## src/hw/sacr_regs.svh

```systemverilog
// register map constants for the sensor converter control bank
// assumes byte-wide registers, one per aligned 32-bit word on ahb-lite
`ifndef SACR_REGS_SVH
`define SACR_REGS_SVH

// printed offsets are register indices, byte address = index * 4
`define SACR_IDX_OSC 8'h30
`define SACR_IDX_PAD_OUT 8'h40
`define SACR_IDX_PAD_IN 8'h41
`define SACR_IDX_RES_LO 8'h50
`define SACR_IDX_RES_HI 8'h51
`define SACR_IDX_CONV_CTRL 8'h52
`define SACR_IDX_BIAS_EN 8'h53
`define SACR_IDX_RATE_S2 8'h54
`define SACR_IDX_GAIN_S13 8'h55
`define SACR_IDX_S3_OFS 8'h56
`define SACR_IDX_MUX_STAT 8'h57
`define SACR_IDX_MODE 8'h70

`define SACR_RST_OSC 8'h01
`define SACR_RST_PAD_OUT 8'h30
`define SACR_RST_CONV_CTRL 8'h28
`define SACR_RST_BIAS_EN 8'hF0
`define SACR_RST_RATE_S2 8'h00
`define SACR_RST_GAIN_S13 8'h0C
`define SACR_RST_S3_OFS 8'h00
`define SACR_RST_MUX 8'h00
`define SACR_RST_MODE 8'h04

// writable bit masks; unused bits are never stored
`define SACR_WM_OSC 8'h01
`define SACR_WM_PAD_OUT 8'h33
`define SACR_WM_CONV_CTRL 8'hFE
`define SACR_WM_S3_OFS 8'h7F
`define SACR_WM_MUX 8'h7F
`define SACR_WM_MODE 8'h3F

`define SACR_B_START 7
`define SACR_B_CONTINUOUS_MODE 1
`define SACR_B_PAD1_DIR 5
`define SACR_B_PAD0_DIR 4
`define SACR_B_FORCE_ON 3
`define SACR_B_FORCE_OFF 2
`define SACR_B_REF_OUT0 1
`define SACR_B_REF_IN1 0
`define SACR_B_DEF 6

`define SACR_HTRANS_NONSEQ 2'b10
`define SACR_HSIZE_WORD 3'b010
`define SACR_HRESP_OKAY 1'b0

`endif

```

## src/hw/sacr_pkg.sv

```systemverilog
// types shared by the sensor converter control bank
// assumes sacr_regs.svh holds all numeric constants
package sacr_pkg;
	typedef enum logic [1:0] {
		SACR_CONV_IDLE = 2'b00,
		SACR_CONV_RUN = 2'b01,
		SACR_CONV_DONE = 2'b10
	} sacr_conv_state_type;

	typedef enum logic [1:0] {
		SACR_BIAS_QUARTER = 2'b00,
		SACR_BIAS_HALF = 2'b01,
		SACR_BIAS_RSVD = 2'b10,
		SACR_BIAS_FULL = 2'b11
	} sacr_bias_type;
endpackage : sacr_pkg

```

## src/hw/sacr_bank.sv

```systemverilog
// control and status register bank of the sensor converter, ahb-lite slave
// assumes the analog chain reports results and busy; pad pins are external
`timescale 1ns/1ps
`include "sacr_regs.svh"

module sacr_bank #(
	parameter int DEF_CONV_CTRL = `SACR_RST_CONV_CTRL,
	parameter int DEF_BIAS_EN = `SACR_RST_BIAS_EN,
	parameter int DEF_RATE_S2 = `SACR_RST_RATE_S2,
	parameter int DEF_GAIN_S13 = `SACR_RST_GAIN_S13,
	parameter int DEF_S3_OFS = `SACR_RST_S3_OFS
) (
	input wire logic clk,
	input wire logic rst_n,
	input wire logic clk_en,
	input wire logic hsel,
	input wire logic [31:0] haddr,
	input wire logic [1:0] htrans,
	input wire logic hwrite,
	input wire logic [2:0] hsize,
	input wire logic [31:0] hwdata,
	input wire logic hready,
	output logic [31:0] hrdata,
	output logic hreadyout,
	output logic hresp,
	input wire logic pad0_in,
	input wire logic pad1_in,
	output logic pad0_out,
	output logic pad0_oe,
	output logic pad1_out,
	output logic pad1_oe,
	output logic osc_enable,
	output logic conv_start,
	input wire logic conv_busy,
	input wire logic conv_done,
	input wire logic [15:0] conv_result,
	input wire logic pump_settled_in,
	input wire logic pump_running_in,
	input wire logic elem_conv_tick,
	output logic pump_force_on_out,
	output logic pump_force_off_out,
	output logic chop_state,
	output logic reference_out_on_pad0,
	output logic reference_in_on_pad1,
	output logic [1:0] elementary_conv_count,
	output logic [2:0] oversample_ratio_code,
	output logic continuous_mode,
	output logic [1:0] converter_bias_sel,
	output logic [1:0] amplifier_bias_sel,
	output logic [3:0] stage_enable,
	output logic [1:0] sample_freq_sel,
	output logic [1:0] stage2_gain,
	output logic [3:0] stage2_offset,
	output logic stage1_gain,
	output logic [6:0] stage3_gain,
	output logic [6:0] stage3_offset_code,
	output logic [4:0] input_channel_sel,
	output logic reference_source_sel
);
	import sacr_pkg::*;

	// ==========================================
	// bus slave
	logic wr_pend_q;
	logic [7:0] wr_idx_q;
	logic [7:0] osc_q, pad_out_q, conv_ctrl_q, bias_en_q, rate_s2_q;
	logic [7:0] gain_s13_q, s3_ofs_q, mux_q, mode_q;
	logic [15:0] result_q;
	logic [1:0] pad0_sync_q, pad1_sync_q;
	logic pump_settled_q1, pump_settled_q2, pump_running_q1, pump_running_q2;
	logic chop_q;
	logic half_q;
	sacr_conv_state_type conv_q;
	logic busy;
	logic acc;
	logic [7:0] acc_idx;
	logic [7:0] wbyte;

	function automatic logic [7:0] word_index(input logic [31:0] a);
		word_index = a[9:2];
	endfunction : word_index

	// single-cycle answer; every access completes with okay
	assign hreadyout = 1'b1;
	assign hresp = `SACR_HRESP_OKAY;
	assign acc = clk_en && hsel && hready && htrans == `SACR_HTRANS_NONSEQ && hsize == `SACR_HSIZE_WORD;
	assign acc_idx = word_index(haddr);
	assign wbyte = hwdata[7:0];

	always_ff @(posedge clk) begin
		if (!rst_n) begin
			wr_pend_q <= 1'b0;
			wr_idx_q <= 8'h00;
		end else if (clk_en) begin
			wr_pend_q <= acc && hwrite;
			wr_idx_q <= acc_idx;
		end
	end

	// read data is captured in the address phase so it stands from a flop
	always_ff @(posedge clk) begin
		if (!rst_n) begin
			hrdata <= 32'h0000_0000;
		end else if (acc && !hwrite) begin
			hrdata <= {24'h000000, read_mux(acc_idx)};
		end
	end

	function automatic logic [7:0] read_mux(input logic [7:0] idx);
		unique case (idx)
			`SACR_IDX_OSC: read_mux = osc_q;
			`SACR_IDX_PAD_OUT: read_mux = pad_out_q;
			`SACR_IDX_PAD_IN: read_mux = {6'h00, pad1_sync_q[1], pad0_sync_q[1]};
			`SACR_IDX_RES_LO: read_mux = result_q[7:0];
			`SACR_IDX_RES_HI: read_mux = result_q[15:8];
			`SACR_IDX_CONV_CTRL: read_mux = conv_ctrl_q;
			`SACR_IDX_BIAS_EN: read_mux = bias_en_q;
			`SACR_IDX_RATE_S2: read_mux = rate_s2_q;
			`SACR_IDX_GAIN_S13: read_mux = gain_s13_q;
			`SACR_IDX_S3_OFS: read_mux = s3_ofs_q;
			`SACR_IDX_MUX_STAT: read_mux = {busy, mux_q[6:0]};
			`SACR_IDX_MODE: read_mux = {pump_settled_q2, pump_running_q2, mode_q[5:0]};
			default: read_mux = 8'h00;
		endcase
	endfunction : read_mux

	// ==========================================
	// configuration registers
	logic wr;
	assign wr = clk_en && wr_pend_q;

	// decoded once, shared by every register and the start sequencer
	function automatic logic wr_hit(input logic [7:0] idx);
		wr_hit = wr && wr_idx_q == idx;
	endfunction : wr_hit

	always_ff @(posedge clk) begin
		if (!rst_n) begin
			osc_q <= `SACR_RST_OSC;
		end else if (wr_hit(`SACR_IDX_OSC)) begin
			osc_q <= wbyte & `SACR_WM_OSC;
		end
	end

	always_ff @(posedge clk) begin
		if (!rst_n) begin
			pad_out_q <= `SACR_RST_PAD_OUT;
		end else if (wr_hit(`SACR_IDX_PAD_OUT)) begin
			pad_out_q <= wbyte & `SACR_WM_PAD_OUT;
		end
	end

	always_ff @(posedge clk) begin
		if (!rst_n) begin
			bias_en_q <= `SACR_RST_BIAS_EN;
		end else if (wr_hit(`SACR_IDX_BIAS_EN)) begin
			bias_en_q <= wbyte;
		end
	end

	always_ff @(posedge clk) begin
		if (!rst_n) begin
			rate_s2_q <= `SACR_RST_RATE_S2;
		end else if (wr_hit(`SACR_IDX_RATE_S2)) begin
			rate_s2_q <= wbyte;
		end
	end

	always_ff @(posedge clk) begin
		if (!rst_n) begin
			gain_s13_q <= `SACR_RST_GAIN_S13;
		end else if (wr_hit(`SACR_IDX_GAIN_S13)) begin
			gain_s13_q <= wbyte;
		end
	end

	always_ff @(posedge clk) begin
		if (!rst_n) begin
			s3_ofs_q <= `SACR_RST_S3_OFS;
		end else if (wr_hit(`SACR_IDX_S3_OFS)) begin
			s3_ofs_q <= wbyte & `SACR_WM_S3_OFS;
		end
	end

	always_ff @(posedge clk) begin
		if (!rst_n) begin
			mux_q <= `SACR_RST_MUX;
		end else if (wr_hit(`SACR_IDX_MUX_STAT)) begin
			mux_q <= wbyte & `SACR_WM_MUX;
		end
	end

	always_ff @(posedge clk) begin
		if (!rst_n) begin
			mode_q <= `SACR_RST_MODE;
		end else if (wr_hit(`SACR_IDX_MODE)) begin
			mode_q <= wbyte & `SACR_WM_MODE;
		end
	end

	// ==========================================
	// conversion control and start sequencing
	// start bit stays set until a conversion completes with continuous mode clear
	always_ff @(posedge clk) begin
		if (!rst_n) begin
			conv_ctrl_q <= `SACR_RST_CONV_CTRL;
		end else if (clk_en) begin
			if (wr_hit(`SACR_IDX_CONV_CTRL)) begin
				conv_ctrl_q <= wbyte & `SACR_WM_CONV_CTRL;
			end else if (conv_q == SACR_CONV_DONE && !conv_ctrl_q[`SACR_B_CONTINUOUS_MODE]) begin
				conv_ctrl_q[`SACR_B_START] <= 1'b0;
			end
		end
	end

	// continuous mode restarts after each result
	always_ff @(posedge clk) begin
		if (!rst_n) begin
			conv_q <= SACR_CONV_IDLE;
			conv_start <= 1'b0;
		end else if (clk_en) begin
			conv_start <= 1'b0;
			unique case (conv_q)
				SACR_CONV_IDLE: begin
					if (conv_ctrl_q[`SACR_B_START] && !wr_hit(`SACR_IDX_CONV_CTRL)) begin
						conv_start <= 1'b1;
						conv_q <= SACR_CONV_RUN;
					end
				end
				SACR_CONV_RUN: begin
					if (conv_done) conv_q <= SACR_CONV_DONE;
				end
				SACR_CONV_DONE: begin
					conv_q <= SACR_CONV_IDLE;
				end
				default: conv_q <= SACR_CONV_IDLE;
			endcase
		end
	end

	// busy from sequencer or analog side
	assign busy = conv_q != SACR_CONV_IDLE || conv_busy;

	// analog side delivers saturated two's complement
	always_ff @(posedge clk) begin
		if (!rst_n) begin
			result_q <= 16'h0000;
		end else if (clk_en && conv_q == SACR_CONV_RUN && conv_done) begin
			result_q <= conv_result;
		end
	end

	// ==========================================
	// input synchronisers
	always_ff @(posedge clk) begin
		if (!rst_n) begin
			pad0_sync_q <= 2'b00;
			pad1_sync_q <= 2'b00;
			pump_settled_q1 <= 1'b1;
			pump_settled_q2 <= 1'b1;
			pump_running_q1 <= 1'b0;
			pump_running_q2 <= 1'b0;
		end else if (clk_en) begin
			pad0_sync_q <= {pad0_sync_q[0], pad0_in};
			pad1_sync_q <= {pad1_sync_q[0], pad1_in};
			pump_settled_q1 <= pump_settled_in;
			pump_settled_q2 <= pump_settled_q1;
			pump_running_q1 <= pump_running_in;
			pump_running_q2 <= pump_running_q1;
		end
	end

	// ==========================================
	// reference chopping
	// hold low, hold high, or toggle every one or every two elementary conversions
	always_ff @(posedge clk) begin
		if (!rst_n) begin
			chop_q <= 1'b0;
			half_q <= 1'b0;
		end else if (clk_en) begin
			unique case (mode_q[5:4])
				2'b00: chop_q <= 1'b0;
				2'b01: chop_q <= 1'b1;
				2'b10: if (elem_conv_tick) chop_q <= ~chop_q;
				2'b11: begin
					if (elem_conv_tick) begin
						half_q <= ~half_q;
						if (half_q) chop_q <= ~chop_q;
					end
				end
			endcase
		end
	end
	assign chop_state = chop_q;

	// ==========================================
	// outputs to analog chain and pads
	logic def;
	assign def = mux_q[`SACR_B_DEF];

	assign osc_enable = osc_q[0];
	assign reference_out_on_pad0 = mode_q[`SACR_B_REF_OUT0];
	assign reference_in_on_pad1 = mode_q[`SACR_B_REF_IN1];
	assign pad0_oe = pad_out_q[`SACR_B_PAD0_DIR] && !reference_out_on_pad0;
	assign pad1_oe = pad_out_q[`SACR_B_PAD1_DIR] && !reference_in_on_pad1;
	assign pad0_out = pad_out_q[0];
	assign pad1_out = pad_out_q[1];
	assign pump_force_on_out = mode_q[`SACR_B_FORCE_ON];
	assign pump_force_off_out = mode_q[`SACR_B_FORCE_OFF] && !mode_q[`SACR_B_FORCE_ON];

	logic [7:0] cc, be, rs, gs, so;
	assign cc = def ? DEF_CONV_CTRL[7:0] : conv_ctrl_q;
	assign be = def ? DEF_BIAS_EN[7:0] : bias_en_q;
	assign rs = def ? DEF_RATE_S2[7:0] : rate_s2_q;
	assign gs = def ? DEF_GAIN_S13[7:0] : gain_s13_q;
	assign so = def ? DEF_S3_OFS[7:0] : s3_ofs_q;

	assign elementary_conv_count = cc[6:5];
	assign oversample_ratio_code = cc[4:2];
	assign continuous_mode = conv_ctrl_q[`SACR_B_CONTINUOUS_MODE];
	// bias code passed as current fraction
	assign converter_bias_sel = be[7:6];
	assign amplifier_bias_sel = be[5:4];
	assign stage_enable = be[3:0];
	assign sample_freq_sel = rs[7:6];
	assign stage2_gain = rs[5:4];
	assign stage2_offset = rs[3:0];
	assign stage1_gain = gs[7];
	assign stage3_gain = gs[6:0];
	assign stage3_offset_code = so[6:0];
	assign input_channel_sel = mux_q[5:1];
	assign reference_source_sel = mux_q[0];
endmodule : sacr_bank

```

## config.mk

```make
export PLATFORM = sky130hd
export DESIGN_NAME = sacr_bank
export DESIGN_NICKNAME = d
export VERILOG_FILES = /design/src/hw/sacr_pkg.sv /design/src/hw/sacr_bank.sv
export VERILOG_INCLUDE_DIRS = /design/src /design/src/hw
export SDC_FILE = /design/constraint.sdc
export NUM_CORES = 1
export LEC_CHECK = 0
export BUFFER_PORTS_ARGS = -buffer_cell sky130_fd_sc_hd__buf_4
export CORE_MARGIN = 2
export CORE_UTILIZATION = 45
export CTS_CLUSTER_DIAMETER = 120
export DETAILED_ROUTE_END_ITERATION = 6
export GPL_TIMING_DRIVEN = 0
export HOLD_SLACK_MARGIN = 0.1
export PLACE_DENSITY = 0.76
export SYNTH_ARGS = -nofsm -noshare
export SYNTH_HDL_FRONTEND = slang
export SYNTH_SLANG_ARGS = --single-unit
export TNS_END_PERCENT = 5
```

## constraint.sdc

```tcl
create_clock -name clk -period 2.2 [get_ports clk]
set_clock_uncertainty 0.1 [all_clocks]
set_input_delay 0.11 -clock clk [delete_from_list [all_inputs] [get_ports clk]]
set_output_delay 0.11 -clock clk [all_outputs]
set_load 0.01 [all_outputs]
```

==> flow_summary.ini, run 1 <==
[clock_tree]
htree_levels = 3
clkSinkCount = 102
numCtsBuffers = 9
cts.clk_slew.worst_paths_ns = 0.07
cts_root_buffer = clkbuf_16
cts_tree = yes
cts_buffer_depth = 2
clk_latency_ns = 0.35

[placed_design]
dp.cells = 838
gp_congestion = 0.882
post-place-ws_ns = -0.352
place.port_buffers = 104
place_hpwl_mm = 11.5

[synthesis]
yosysSeqAreaShare = 0.387
synth_cell_types = 52
synth-edff-count = 0
synth_area_leader_cell = dfxtp_1
synth_ff_type = dfxtp_1
synth_cells = 567
yosysMostFrequentCell = dfxtp_1
ys_warn_count = 0
syn_area_um2 = 5280
syn_avg_cell_area_um2 = 9.31
netlist_top_cells_count = dfxtp_1, nor2b_1, mux2i_1, nand2_1, clkbuf_1
synth_top_area_frac = 0.387
synth_area_leaders = dfxtp_1, mux2i_1, nor2b_1
synth_seq_cells = 102
async_flop_share = 0

[run_status]
status = completed

[final_layout]
diodes = 0
syn_to_final_growth_pct = 32.3
final_nets = 840
drive_gt1_frac = 0.256
fin_util = 0.611
final-instance-count-excl-fill = 890

[power]
finalPower_w = 0.00381
powerDensity_nw_per_um2 = 546
p_leak_nw = 2.83
peakVddDrop_v = 0.000332

[drt]
drtAntennaViolNets = 0
wire_per_inst_um = 17.7
drcViolationCount = 0
wirelength_mm = 15.8
drt_iter0_drc = 330
drt-pass1-iter-count = 5
num_vias = 4677
via_per_inst = 5.26

[timing]
finalCritPeriodShare = 0.976
relSlewSlack = 0.437
worst_slack_ns = 0.0526
maxSlewViolCount = 0
fin_crit_ns = 2.15
tightest_slew_ns = 0.838
setup_violations = 0
hold_viol_final = 0
grt_setup_unrepaired = false
fmax_mhz = 466
tns_ns = 0

[die]
start_util = 0.462
die_width_um = 112
ios = 186
die_y_um = 112
core_area_um2 = 11400
die_area_um2 = 12600
rows = 39

[worst_setup_path]
start_kind = flop
cp.arrival_ns = 1.94
required_ns = 1.99
cp-end-kind = output port
cp_max_fo = 10
path_class = flop to output port

[global_route]
gr-total-overflow = 0
grt_pass1_vias = 4657
grtUsageTotal = 0.243
antenna_found_initial = 0
grt_pass1_wl_mm = 24.1
grt_max_degree = 18

[flow_run]
cap_viol_max_count = 0

[hold_path]
hp-class = primary input to flop
-- cells in the final DEF (no fill, tap or decap), types with 7 or more instances in the layout --
| cell | synthesis | final |
|---|---|---|
| conb_1 | 2 | 26 |
| mux2_2 | 8 | 8 |
| dlygate4sd3_1 | 0 | 33 |
| o21ai_0 | 10 | 10 |
| nor2b_1 | 93 | 93 |
| dfxtp_1 | 102 | 101 |
| or2_2 | 9 | 8 |
| clkbuf_1 | 35 | 34 |
| a21boi_0 | 20 | 20 |
| nand2_1 | 64 | 64 |
| mux2i_1 | 85 | 85 |
| buf_4 | 34 | 139 |
| clkbuf_16 | 0 | 9 |
| a21oi_1 | 7 | 7 |
| nor2_1 | 9 | 9 |
-- metrics by stage --
step                      hold slack [ns]  cell area, um2
after floorplan                     0.135            5370
after global placement              0.238            6330
after detailed placement            0.245            6330
after CTS                           0.116            6960
after global routing                0.169            6980
final                               0.117            6980
-- path summary, 6_finish.rpt --
kind,start,end,slack [ns],depth (start not counted)
max reg2reg,wr_idx_q[7],pad_out_q[5],0.10,6
min,clk_en,conv_ctrl_q[7],0.12,4
max,mux_q[6],stage_enable[1],0.05,4
min reg2reg,pump_settled_q1,pump_settled_q2,0.38,2
-- report_power, final --
group,switching (W),internal (W)
clock,0.000752,0.000775
combinational,0.000201,0.000207
sequential,0.0000140,0.00186
total,0.000968,0.00284
-- area by class of cell --
class	instances	area [um2]
clock inverters	6	47.5
plain buffers	73	413
inverters	4	15.0
fillers	1009	4440
well taps	143	179
flip-flops and latches	102	2040
clock buffers	10	229
multi-input cells	412	2920
repair buffers	140	1130
-- sequential cells by signal, summed over array words and instances (netlist names), 2 cells and up --
register and count:
result_q 16, bias_en_q 8, gain_s13_q 8, hrdata 8, rate_s2_q 8, wr_idx_q 8, conv_ctrl_q 7, mux_q 7
s3_ofs_q 7, mode_q 6, pad_out_q 4, conv_q 2, pad0_sync_q 2, pad1_sync_q 2
-- worst max-delay path: stages, from the launching register on --
cell and delay, ns:
dfxtp_1 0.32, clkbuf_1 0.33, clkbuf_1 0.57, nor2b_1 0.17, buf_4 0.19
-- cells by family (layout without fill, tap and decap cells) --
family	after synthesis	after routing	share of synthesized area
AND/OR/NAND/NOR	220	220	0.245
flip-flops	102	102	0.387
multiplexers	96	96	0.191
buffers and inverters	77	233	0.0789
AO/OA/AOI/OAI	69	69	0.0946
other	2	26	0.00142
XOR/XNOR	1	1	0.00166
-- metal layers --
metal  routed length, um  GRT usage  up-vias
li1                    -          -     2240
met1                6820      0.304     2214
met2                7810      0.430      196
met3                 853     0.0313       27
met4                 310     0.0870        0
met5                   0          0        -
-- repair_timing --
item                       CTS  global route
buffers inserted             2             1
hold endpoints to repair    51             0
hold buffers                33             0
resized for setup            5             6
pin swaps                    1             2
setup endpoints to repair   24            47
Power figures use the tool's default switching activity.
==> run 2, diff against run 1 <==
Settings changed: RECOVER_POWER from default to 50.
==> run 2 against run 1 <==
- final cell count is the same
- critical path depth is the same
- via count is essentially flat
- power shrank 0.31%
- fmax grew 0.90%
- clock-buffer cell count is the same
- non-clock buffer count is the same
- global-route usage is the same
- utilization shrank 1.3 points
- register-to-register slack is essentially flat
- combinational power is essentially flat
- sequential power is essentially flat
- largest power group unchanged
==> flow_summary.ini, run 2 (same netlist as run 1, synthesis figures left out) <==
[hold_path]
hp-class = primary input to flop

[placed_design]
post-place-ws_ns = -0.352
place_hpwl_mm = 11.5
gp_congestion = 0.882
place.port_buffers = 104

[global_route]
met2_usage = 0.430
grt_pass1_vias = 4657
gr-total-overflow = 0
grt.met3_usage = 0.0313
grt-busiest-layer = met2
antenna_found_initial = 0
grt_max_degree = 18
grt_pass1_wl_mm = 24.1
grtUsageTotal = 0.243
grtUsageMet1 = 0.304

[timing]
tightest_slew_ns = 0.860
setup_violations = 0
fmax_mhz = 470
maxSlewViolCount = 0
fin_crit_ns = 2.13
grt_setup_unrepaired = false
hold_viol_final = 0
worst_slack_ns = 0.0717
relSlewSlack = 0.422
finalCritPeriodShare = 0.967
tns_ns = 0

[worst_setup_path]
critical-path-top-delay-family = buffers and inverters
critPathSlowestCell = clkbuf_1
slowest_delay_ns = 0.55
crit_buf_inv = 3
worst_path_most_repeated_cell = clkbuf_1
cp_max_fo = 10
path_class = flop to output port
required_ns = 1.99
cp.arrival_ns = 1.92
path_cells = clkbuf_1 > clkbuf_1 > nor2b_1 > buf_4
cp-end-kind = output port
start_kind = flop

[power]
clkPwrFrac = 0.400
powerDensity_nw_per_um2 = 556
seqPwrFrac = 0.494
comb_power_share = 0.107
peakVddDrop_v = 0.000334
p_int_w = 0.00284
switching_share = 0.252
switching_power_w = 0.000958
p_leak_nw = 2.68

[clock_tree]
cts_tree = yes
clk_latency_ns = 0.36
htree_levels = 3
cts_buffer_depth = 2
cts_root_buffer = clkbuf_16
cts.clk_slew.worst_paths_ns = 0.07
clkSinkCount = 102
numCtsBuffers = 9

[die]
die_width_um = 112
core_area_um2 = 11400
die_area_um2 = 12600
rows = 39
start_util = 0.462
ios = 186
die_y_um = 112

[final_layout]
syn_to_final_growth_pct = 29.4
largest-register = result_q
largest_register_ffs = 16
layout_commonest_cell = dfxtp_1
final_cell_mix = dfxtp_1, nor2b_1, buf_4
fin_util = 0.598
drive_gt1_frac = 0.202
diodes = 0
final_nets = 840

[run_status]
status = completed

[drt]
drtAntennaViolNets = 0
via_per_inst = 5.26
wire_per_inst_um = 17.7
drt_iter0_drc = 294
drcViolationCount = 0
wirelength_mm = 15.7
drt-pass1-iter-count = 5
num_vias = 4681

[flow_run]
cap_viol_max_count = 0
-- run 2: cell types whose count changed in the layout (fill, tap and decap cells not counted) --
cell and change:
and2_0 +1, and2_1 -1, buf_4 -47, clkbuf_1 +40, clkbuf_4 +7
-- run 2: timing repair --
item / CTS / global route
setup buffers: 2 / 1
hold endpoints to repair: 51 / 0
pin swaps: 1 / 2
endpoints found under the setup margin: 24 / 47
gates resized for setup: 5 / 6
hold buffers: 33 / 0
-- run 2: layer usage --
layer / share of wire / wire length, um / vias up
li1: - / - / 2234
met1: 0.43 / 6770 / 2234
met2: 0.49 / 7790 / 182
met3: 0.053 / 842 / 31
met4: 0.022 / 354 / 0
met5: 0 / 0 / -
-- run 2: power by group through the flow --
stage	clock, W	combinational [W]	sequential [W]
finish	0.00152	0.000405	0.00188
global route	0.00158	0.000430	0.00188
CTS	0.00151	0.000400	0.00187
detailed placement	0	0.000352	0.00192
global placement	0	0.000343	0.00192
floorplan	0	0.000217	0.00191
-- run 2: path summary, 6_finish.rpt --
path | start | to | slack, ns | cells past startpoint
max | mux_q[6] | stage_enable[1] | 0.07 | 4
min | clk_en | conv_ctrl_q[7] | 0.12 | 4
max reg2reg | wr_idx_q[7] | pad_out_q[5] | 0.10 | 6
min reg2reg | pump_settled_q1 | pump_settled_q2 | 0.38 | 2
-- run 2: layout make-up --
cell class                      instances  area (um2)
Multi-Input combinational cell        412        2920
Fill cell                            1061        4590
Clock inverter                          6        47.5
Sequential cell                       102        2040
Timing Repair Buffer                  140         983
Buffer                                 73         413
Tap cell                              143         179
Inverter                                4        15.0
Clock buffer                           10         229
-- run 2: metrics by stage --
step / area [um2] / power (W) / std cells / hold slack, ns
after floorplan: 5370 / 0.00213 / 591 / 0.135
after global placement: 6330 / 0.00226 / 838 / 0.238
after detailed placement: 6330 / 0.00227 / 838 / 0.245
after CTS: 6960 / 0.00379 / 889 / 0.116
after global routing: 6830 / 0.00389 / 890 / 0.169
final: 6830 / 0.00380 / 890 / 0.121
-- run 2: worst min-delay path, cell delays in order --
cell and delay, ns:
buf_4 0.16, o21ai_0 0.09, a22oi_1 0.07, nor2b_1 0.10
